## src/core/swp_pkg.sv

```systemverilog
package swp_pkg;
  // command words, first byte in the top bits, as they leave the shift register
  localparam logic [31:0] CMD_ENABLE = 32'h3d2a7fa9;
  localparam logic [31:0] CMD_DISABLE = 32'h3d2a7f9a;
  localparam logic [31:0] CMD_MAP_ERASE = 32'h3d2a7fcf;
  localparam int CMD_W = 32;
  localparam int BITCNT_W = 6;
  localparam logic [BITCNT_W-1:0] CMD_BITS = 6'h20;
  localparam logic [BITCNT_W-1:0] CMD_SAT = 6'h21;
  // protection map: sector n in bits 8n+7..8n
  localparam int MAP_W = 32;
  localparam int BYTE_W = 8;
  localparam int SECTORS = 4;
  localparam logic [MAP_W-1:0] MAP_RESET = 32'h00000000;
  localparam logic [MAP_W-1:0] MAP_ERASED = 32'hffffffff;
  localparam logic [BYTE_W-1:0] SEC_ON = 8'hff;
  localparam int S0A_HI = 7;
  localparam int S0A_LO = 6;
  localparam int S0B_HI = 5;
  localparam int S0B_LO = 4;
  localparam logic [1:0] PAIR_ON = 2'h3;
  // synchroniser lanes and their idle levels
  localparam int PIN_WP = 3;
  localparam int PIN_CS = 2;
  localparam int PIN_SCK = 1;
  localparam int PIN_SI = 0;
  localparam logic [3:0] PIN_IDLE = 4'hc;
  // timing at the 100 MHz system clock
  localparam int CLK_PERIOD_NS = 10;
  localparam int WP_FILTER_NS = 100;
  localparam int WPF_CYC = (WP_FILTER_NS + CLK_PERIOD_NS - 1) / CLK_PERIOD_NS;
  localparam int FLT_W = 4;
  localparam int PROTECT_ON_DELAY_NS = 1000;
  localparam int PROTECT_ON_CYC = PROTECT_ON_DELAY_NS / CLK_PERIOD_NS;
  localparam int PROTECT_OFF_DELAY_NS = 1000;
  localparam int PROTECT_OFF_CYC = PROTECT_OFF_DELAY_NS / CLK_PERIOD_NS;
  localparam int MAP_ERASE_TIME_US = 100;
  localparam int MAP_ERASE_CYC = MAP_ERASE_TIME_US * 1000 / CLK_PERIOD_NS;
  localparam int ERS_W = 24;
  typedef enum logic [0:0] {ST_IDLE, ST_ERASE} swp_state_type;
endpackage

```

## src/core/swp_sector_write_protect.sv

```systemverilog
`timescale 1ns/1ps
// How it works
// - held wp blocks map and protected sectors
// - map programs and erase starts accepted only while wp released
// - wp assertion turns protection on promptly
// - wp release turns protection off promptly
// - enable command survives wp release
// - disable command ignored while wp asserted
// - wp passes a stability noise filter
// - four map bytes, byte n for sector n
// - sectors 1-3: ff protected, 00 not
// - sector 0 bit pairs guard 0a, 0b
// - map starts all zero
// - map erase opcode starts on cs rise
// - busy shown during map erase
// - map erase allowed with software protection on or off, not under wp
// - erased map, with protection on, refuses every array program or erase
// - enable opcode acts on cs rise
// - disable opcode acts on cs rise
// - software protection cleared at reset
module swp_sector_write_protect #(
  parameter int MAP_ERASE_CYC = swp_pkg::MAP_ERASE_CYC
) (
  input wire logic i_sys_clk,
  input wire logic i_rst,
  input wire logic i_ce,
  input wire logic i_wp_n,
  input wire logic i_cs_n,
  input wire logic i_sck,
  input wire logic i_si,
  input wire logic i_op_req,
  input wire logic i_op_map,
  input wire logic [1:0] i_op_sector,
  input wire logic i_op_page_hi,
  input wire logic [swp_pkg::MAP_W-1:0] i_op_wdata,
  output logic o_op_grant,
  output logic o_op_deny,
  output logic o_protect_on,
  output logic o_busy,
  output logic o_wp_filtered,
  output logic [swp_pkg::MAP_W-1:0] o_map,
  output logic [swp_pkg::SECTORS:0] o_sector_prot
);
  import swp_pkg::*;

  // sector guard decode, shared by request check and the sector flags below
  // sector 0 ignores its low nibble; other sectors need the full erased byte
  function automatic logic sec_prot(input logic [MAP_W-1:0] m, input logic [1:0] s, input logic hi);
    logic [BYTE_W-1:0] b;
    b = m[s*BYTE_W +: BYTE_W];
    if (s == 2'h0) begin
      sec_prot = hi ? (b[S0B_HI:S0B_LO] == PAIR_ON) : (b[S0A_HI:S0A_LO] == PAIR_ON);
    end else begin
      sec_prot = (b == SEC_ON);
    end
  endfunction

  ////////////////////////////////////////////////////////////////////////////
  // pin synchronisers
  // every pin is asynchronous to the system clock, so all four share one
  // two-stage chain; the third stage only serves the edge detectors
  // idle levels at reset keep a false cs or sck edge from following reset
  logic [3:0] pins_s1; // first stage, read only by the second
  logic [3:0] pins_s2; // settled pin levels
  logic [3:0] pins_s3; // one cycle older, for edges
  wire [3:0] pins_raw = {i_wp_n, i_cs_n, i_sck, i_si};

  // sck runs far below the system clock, so edges are found by sampling
  always_ff @(posedge i_sys_clk or posedge i_rst) begin
    if (i_rst) begin
      pins_s1 <= PIN_IDLE;
      pins_s2 <= PIN_IDLE;
      pins_s3 <= PIN_IDLE;
    end else if (i_ce) begin
      pins_s1 <= pins_raw;
      pins_s2 <= pins_s1;
      pins_s3 <= pins_s2;
    end
  end

  // edges compare the settled stage with the one before it
  wire wp_in = ~pins_s2[PIN_WP]; // wp asserted level
  wire sck_rise = pins_s2[PIN_SCK] & ~pins_s3[PIN_SCK];
  wire cs_fall = ~pins_s2[PIN_CS] & pins_s3[PIN_CS];
  wire cs_rise = pins_s2[PIN_CS] & ~pins_s3[PIN_CS];
  wire cs_active = ~pins_s2[PIN_CS];

  ////////////////////////////////////////////////////////////////////////////
  // wp noise filter: a new level must hold for the whole filter window
  logic wp_f; // filtered wp asserted
  logic [FLT_W-1:0] flt_cnt; // cycles the new level has held
  wire flt_done = (flt_cnt == FLT_W'(WPF_CYC - 1));

  // a glitch shorter than the window restarts the count and is lost
  // the window costs latency on every real wp change, which the on and off
  // delay budgets absorb with plenty of room
  always_ff @(posedge i_sys_clk or posedge i_rst) begin
    if (i_rst) begin
      wp_f <= 1'b0;
      flt_cnt <= '0;
    end else if (i_ce) begin
      if (wp_in == wp_f) begin
        flt_cnt <= '0;
      end else if (flt_done) begin
        wp_f <= wp_in;
        flt_cnt <= '0;
      end else begin
        flt_cnt <= flt_cnt + 1'b1;
      end
    end
  end

  ////////////////////////////////////////////////////////////////////////////
  // opcode shifter, msb first on sck rise
  // the counter saturates so that an over-long frame never wraps back to a
  // count of exactly one opcode and gets mistaken for a clean command
  logic [CMD_W-1:0] shreg; // last bits shifted in
  logic [BITCNT_W-1:0] bitcnt; // saturates one past a full opcode

  always_ff @(posedge i_sys_clk or posedge i_rst) begin
    if (i_rst) begin
      shreg <= '0;
      bitcnt <= '0;
    end else if (i_ce) begin
      if (cs_fall) begin
        bitcnt <= '0;
      end else if (sck_rise && cs_active) begin
        shreg <= {shreg[CMD_W-2:0], pins_s2[PIN_SI]};
        if (bitcnt != CMD_SAT) begin
          bitcnt <= bitcnt + 1'b1;
        end
      end
    end
  end

  ////////////////////////////////////////////////////////////////////////////
  // command decode at chip select release
  // a command counts only when exactly one opcode arrived in the frame, and
  // nothing is decoded while the map erase runs
  swp_state_type state; // map erase state
  wire busy = (state == ST_ERASE);
  wire cmd_full = cs_rise && (bitcnt == CMD_BITS) && !busy;
  wire hit_en = cmd_full && (shreg == CMD_ENABLE);
  wire hit_dis = cmd_full && (shreg == CMD_DISABLE);
  wire hit_ers = cmd_full && (shreg == CMD_MAP_ERASE);
  wire ers_go = hit_ers && !wp_f;

  logic sw_en; // protection enabled by command

  // wp never touches this flag, so an enable given under wp outlives it
  // an enable and a disable cannot fall in one cycle: one command per frame
  always_ff @(posedge i_sys_clk or posedge i_rst) begin
    if (i_rst) begin
      sw_en <= 1'b0;
    end else if (i_ce) begin
      if (hit_en) begin
        sw_en <= 1'b1;
      end else if (hit_dis && !wp_f) begin
        sw_en <= 1'b0;
      end
    end
  end

  wire prot_active = sw_en | wp_f;

  ////////////////////////////////////////////////////////////////////////////
  // program and erase requests from the array side
  // the answer is one registered pulse, grant or deny, never both
  wire tgt_prot = sec_prot(o_map, i_op_sector, i_op_page_hi);
  // the map may be programmed with protection on, but never under wp
  wire op_ok = !busy && (i_op_map ? !wp_f : !(prot_active && tgt_prot));
  // a granted map program lands on the same edge as its grant pulse, except when a map erase starts on that edge
  wire map_wr = i_op_req && op_ok && i_op_map;

  always_ff @(posedge i_sys_clk or posedge i_rst) begin
    if (i_rst) begin
      o_op_grant <= 1'b0;
      o_op_deny <= 1'b0;
    end else if (i_ce) begin
      o_op_grant <= i_op_req && op_ok;
      o_op_deny <= i_op_req && !op_ok;
    end
  end

  ////////////////////////////////////////////////////////////////////////////
  // map storage and self-timed erase
  logic [ERS_W-1:0] ers_cnt; // erase cycles left
  wire ers_last = (ers_cnt == '0);

  // programming only clears bits; setting them back needs the erase
  // the map flips to all ones only as the erase ends, so no request ever sees
  // a half-erased map
  always_ff @(posedge i_sys_clk or posedge i_rst) begin
    if (i_rst) begin
      state <= ST_IDLE;
      ers_cnt <= '0;
      o_map <= MAP_RESET;
    end else if (i_ce) begin
      unique case (state)
        ST_IDLE: begin
          if (ers_go) begin
            state <= ST_ERASE;
            ers_cnt <= ERS_W'(MAP_ERASE_CYC - 1);
          end else if (map_wr) begin
            o_map <= o_map & i_op_wdata;
          end
        end
        ST_ERASE: begin
          if (ers_last) begin
            state <= ST_IDLE;
            o_map <= MAP_ERASED;
          end else begin
            ers_cnt <= ers_cnt - 1'b1;
          end
        end
      endcase
    end
  end

  ////////////////////////////////////////////////////////////////////////////
  // status outputs
  // protect and wp flags registered so that the pins see clean levels; this adds one cycle of delay; busy and sector flags are not
  always_ff @(posedge i_sys_clk or posedge i_rst) begin
    if (i_rst) begin
      o_protect_on <= 1'b0;
      o_wp_filtered <= 1'b0;
    end else if (i_ce) begin
      o_protect_on <= prot_active;
      o_wp_filtered <= wp_f;
    end
  end

  assign o_busy = busy;
  // flag 0 is subsector 0a; flags 1 to 4 use the high-page decode, which
  // only sector 0 tells apart, so flag 1 comes out as subsector 0b
  assign o_sector_prot[0] = sec_prot(o_map, 2'h0, 1'b0);
  genvar gi;
  generate
    for (gi = 0; gi < SECTORS; gi++) begin : g_sec
      assign o_sector_prot[gi+1] = sec_prot(o_map, 2'(gi), 1'b1);
    end
  endgenerate

  ////////////////////////////////////////////////////////////////////////////
  // checks
  // long holds are counted by helper counters rather than long repetitions,
  // which keeps the properties cheap; the two sync cycles come off each bound
  localparam int c_on_max = PROTECT_ON_CYC - 2;
  localparam int c_off_max = PROTECT_OFF_CYC - 2;
  logic [7:0] lo_cnt; // cycles synced wp held asserted
  logic [7:0] hi_cnt; // cycles synced wp held released

  always_ff @(posedge i_sys_clk or posedge i_rst) begin
    if (i_rst) begin
      lo_cnt <= '0;
      hi_cnt <= '0;
    end else if (i_ce) begin
      lo_cnt <= !wp_in ? '0 : (lo_cnt == 8'hff ? lo_cnt : lo_cnt + 1'b1);
      hi_cnt <= wp_in ? '0 : (hi_cnt == 8'hff ? hi_cnt : hi_cnt + 1'b1);
    end
  end

  wire map_req = i_ce && i_op_req && i_op_map; // map program attempt
  wire map_all_on = (o_map == MAP_ERASED); // every guard bit set
endmodule // swp_sector_write_protect

```

## config.mk

```make
export PLATFORM = sky130hd
export DESIGN_NAME = swp_sector_write_protect
export DESIGN_NICKNAME = d
export VERILOG_FILES = /design/src/core/swp_pkg.sv /design/src/core/swp_sector_write_protect.sv
export SDC_FILE = /design/constraint.sdc
export NUM_CORES = 1
export LEC_CHECK = 0
export BUFFER_PORTS_ARGS = -buffer_cell sky130_fd_sc_hd__buf_2
export CAP_MARGIN = 15
export CORE_UTILIZATION = 55
export CTS_CLUSTER_DIAMETER = 150
export DETAILED_ROUTE_END_ITERATION = 10
export PLACE_DENSITY = 0.8
export SLEW_MARGIN = 20
export SYNTH_ARGS = -nofsm -noshare
export SYNTH_HDL_FRONTEND = slang
export SYNTH_SLANG_ARGS = --single-unit
export TNS_END_PERCENT = 100
```

## constraint.sdc

```tcl
create_clock -name i_sys_clk -period 9.19 [get_ports i_sys_clk]
set_input_delay 0.4595 -clock i_sys_clk [delete_from_list [all_inputs] [get_ports i_sys_clk]]
set_output_delay 0.4595 -clock i_sys_clk [all_outputs]
set_load 0.005 [all_outputs]
```

==> impl_results.md <==
- Run status: complete, no violations
- Largest net degree at the start of global routing: 67
- Die height: between 90 and 100 um
- Dpl hpwl: ~7.6 mm
- Core area: about 0.009 mm2
- Initial Utilization: between 50% and 60%
- DRC: 0
- Post-synth EDFFs: 0
- Synthesized Nets: around 470
- DRT iter0 DRCs: 189
- Worst skew pair latency: ~0.5 ns
- Most used DFF post-synth: dfrtp_1
- Netlist cell types: 57
- Power per cell area: 208 mW/mm2
- Sink Count: 115
- Top cell type's share of synthesized area: a little over half
- Mean Syn Cell Area: 12.2 um2
- Fin. Hold Viols: 0
- Pre-CTS setup slack: about 6 ns
- Total grt overflow: 0
- Final setup viols: 0
- Seq/Total Area, Yosys: between 50% and 60%
- #FFs+latches synth: ~120
- RSZ-0062 raised after global routing: false
- Clk pwr share: between 50% and 60%
- Flop pwr share: a little over two fifths
- Number of global-route vias before repair: 3947
- Drt first pass iters: 4
- CP arrival: roughly 3.2 ns
- Post-Syn Instances: 422
- Mapped cell area: 0.00513 mm2
- Top cells by area, synth: dfrtp_1, mux2_2, o22a_1
- Cell-internal power: between 1 and 1.5 mW
- # IOs: 86
- Post-CTS setup repair buffer count: 0
- Layout Skew: approximately 0.010 ns
- Leakage: around 3.1 nW
- Initial antenna violation count: 0
- VDD IR max: between 0.15 and 0.2 mV
- P_sw: around 0.29 mW
- Clock Root Buffer: clkbuf_8
- Least-Margin Pin Slew: 0.811 ns
- Die area: between 0.009 and 0.01 mm2
- IO Port Bufs: between 80 and 90
- Nets: 564
- Max clock buf depth: 2
- CP max FO: 32
- Yosys top cell by area: dfrtp_1
- Num CTS Buffers: 17
- Fin crit share: between 30 and 40%
- H-tree levels: 4
- Register-to-Register Setup Slack: 6.39 ns
- Maximum operating frequency: between 300 and 400 MHz
- CTS tree: yes
- Total Routed Length: approximately 12 mm
- CP startpoint kind: register
- CP Capture Type: register
- Setup WS post-layout: 6.39 ns
- Max_cap viols: 0
- Combinational fraction of design power: under 10%
- Fillers: about 600
- Ys async rst share: 100%
- Crit path time final: 2.80 ns
- Row count: 34
- Worst Hold Class: input pin to async pin
- ANT cells: 0
- Gates resized, CTS repair: 0
- Vias: between 3000 and 4000
- Overall Global Routing Usage: about a quarter
- Placer Congestion: 0.828
- Post-DRT Antenna Nets: 0
- Area delta synth->final: 22.0%
- CTS Hold Bufs: 0
- Relative slew slack: a little under half
- Fin. max-slew vios: 0
- Switching Fraction: between 20% and 30%
- Routed vias/inst: about 6.1
- WL per Instance: between 15 and 20 um
- Share of cells above drive strength 1: about 35%
- First-pass GRT wire length: a little under 20 mm
- Post-route setup TNS: 0 ns
- Critical path type: register to register
- Die W: just under 100 um
- Worst-path clk slew: about 0.050 ns
- CP required: 9.63 ns
- Yosys warns: 0
## worst max-delay path: stages, from the launching register on
cell and delay, ns:
dfrtp_1 0.40, inv_1 0.11, ha_1 0.15, or4b_2 0.61, nor4_1 0.48, nand3_1 0.18
nand2_2 0.55, o22a_1 0.24
## layer usage
layer,track usage [%],part of all wire [%],vias to the layer above
li1,-,-,1790
met1,32.9,44,1971
met2,41.6,51,77
met3,5.89,3.2,26
met4,12.3,2.2,0
met5,0,0,-
## kinds of logic after synthesis
family	count (synthesis)	synth area share, %
XOR/XNOR	14	2.39
multiplexers	45	9.83
flip-flops	115	56.2
buffers and inverters	25	2.15
AO/OA/AOI/OAI	76	11.2
adder cells (fa/ha/maj)	6	1.46
AND/OR/NAND/NOR	141	16.8
## cell usage after synthesis, drive strengths merged, types with 2 or more instances
cell    instances
nand2b          2
inv            10
o31a            2
nand3           7
or2             3
nand4          15
buf             7
nand4b          5
or3b            3
nor4           15
and4            2
ha              6
and2            2
o211ai          5
nor2           27
or4             5
xor2            9
mux2i           2
nand2          17
xnor2           5
nor3           10
mux2           43
nor3b           2
o41ai           3
dfrtp         110
a21oi           9
nand3b          2
clkbuf          8
nor4b           3
o21ai          10
o31ai           6
o311ai          3
and3            5
o22a           32
nor4bb          2
or3             8
dfstp           5
or4b            3
## worst paths after layout
kind                                 from     endpoint  depth (start not counted)
setup / recovery                bitcnt[1]    o_map[12]                          7
hold / removal                      i_rst     o_map[0]                          2
setup reg to reg                bitcnt[1]    o_map[12]                          7
hold reg to reg                  o_map[1]     o_map[1]                          1
max in group asynchronous           i_rst  ers_cnt[13]                          3
min in group i_sys_clk     i_op_wdata[18]    o_map[18]                          2
## power groups by stage
stage	Sequential (mW)	Combinational (mW)	Clock, mW
after detailed placement	0.562	0.0799	0
after CTS	0.553	0.0812	0.674
after floorplan	0.555	0.0559	0
final	0.555	0.0807	0.668
after global routing	0.557	0.0899	0.697
after global placement	0.559	0.0755	0
## area by class of cell
| class | count | area [um2] | area share, % |
|---|---|---|---|
| sequential | 115 | 2880 | 46.1 |
| multi-input combinational | 282 | 2140 | 34.2 |
| clock inverter | 8 | 124 | 1.98 |
| timing repair buffer | 88 | 448 | 7.15 |
| clock buffer | 23 | 487 | 7.77 |
| tap | 108 | 135 | 2.16 |
| inverter | 10 | 40.0 | 0.639 |
## state kept, by name (all words and copies together), names as in the netlist
register and count:
o_map 32, o_op_deny 1, pins_s1 4, pins_s3 2, wp_f 1, pins_s2 4, flt_cnt 4, o_op_grant 1
bitcnt 6, sw_en 1, o_protect_on 1, o_wp_filtered 1, shreg 32, ers_cnt 24, o_busy 1
## stage by stage
stage	std cells	power (mW)	utilization (%)	area, um2	hold slack (ns)
finish	634	1.30	70.4	6260	0.0217
global route	634	1.34	70.4	6260	0.0731
CTS	634	1.31	70.4	6260	0.0350
detailed placement	603	0.641	63.5	5650	0.474
global placement	603	0.635	63.5	5650	0.471
floorplan	422	0.611	-	5130	0.473
## cells in the final DEF, fill, tap and decap left out, drive strengths merged, types with 8 or more instances in the layout
cell	count
o22a	32
dfrtp	110
nand4	15
or3	8
o21ai	10
nand2	17
xor2	9
mux2	43
inv	10
a21oi	9
buf	88
nor3	10
clkbuf	23
nor4	15
nor2	27
Power figures use the tool's default switching activity.
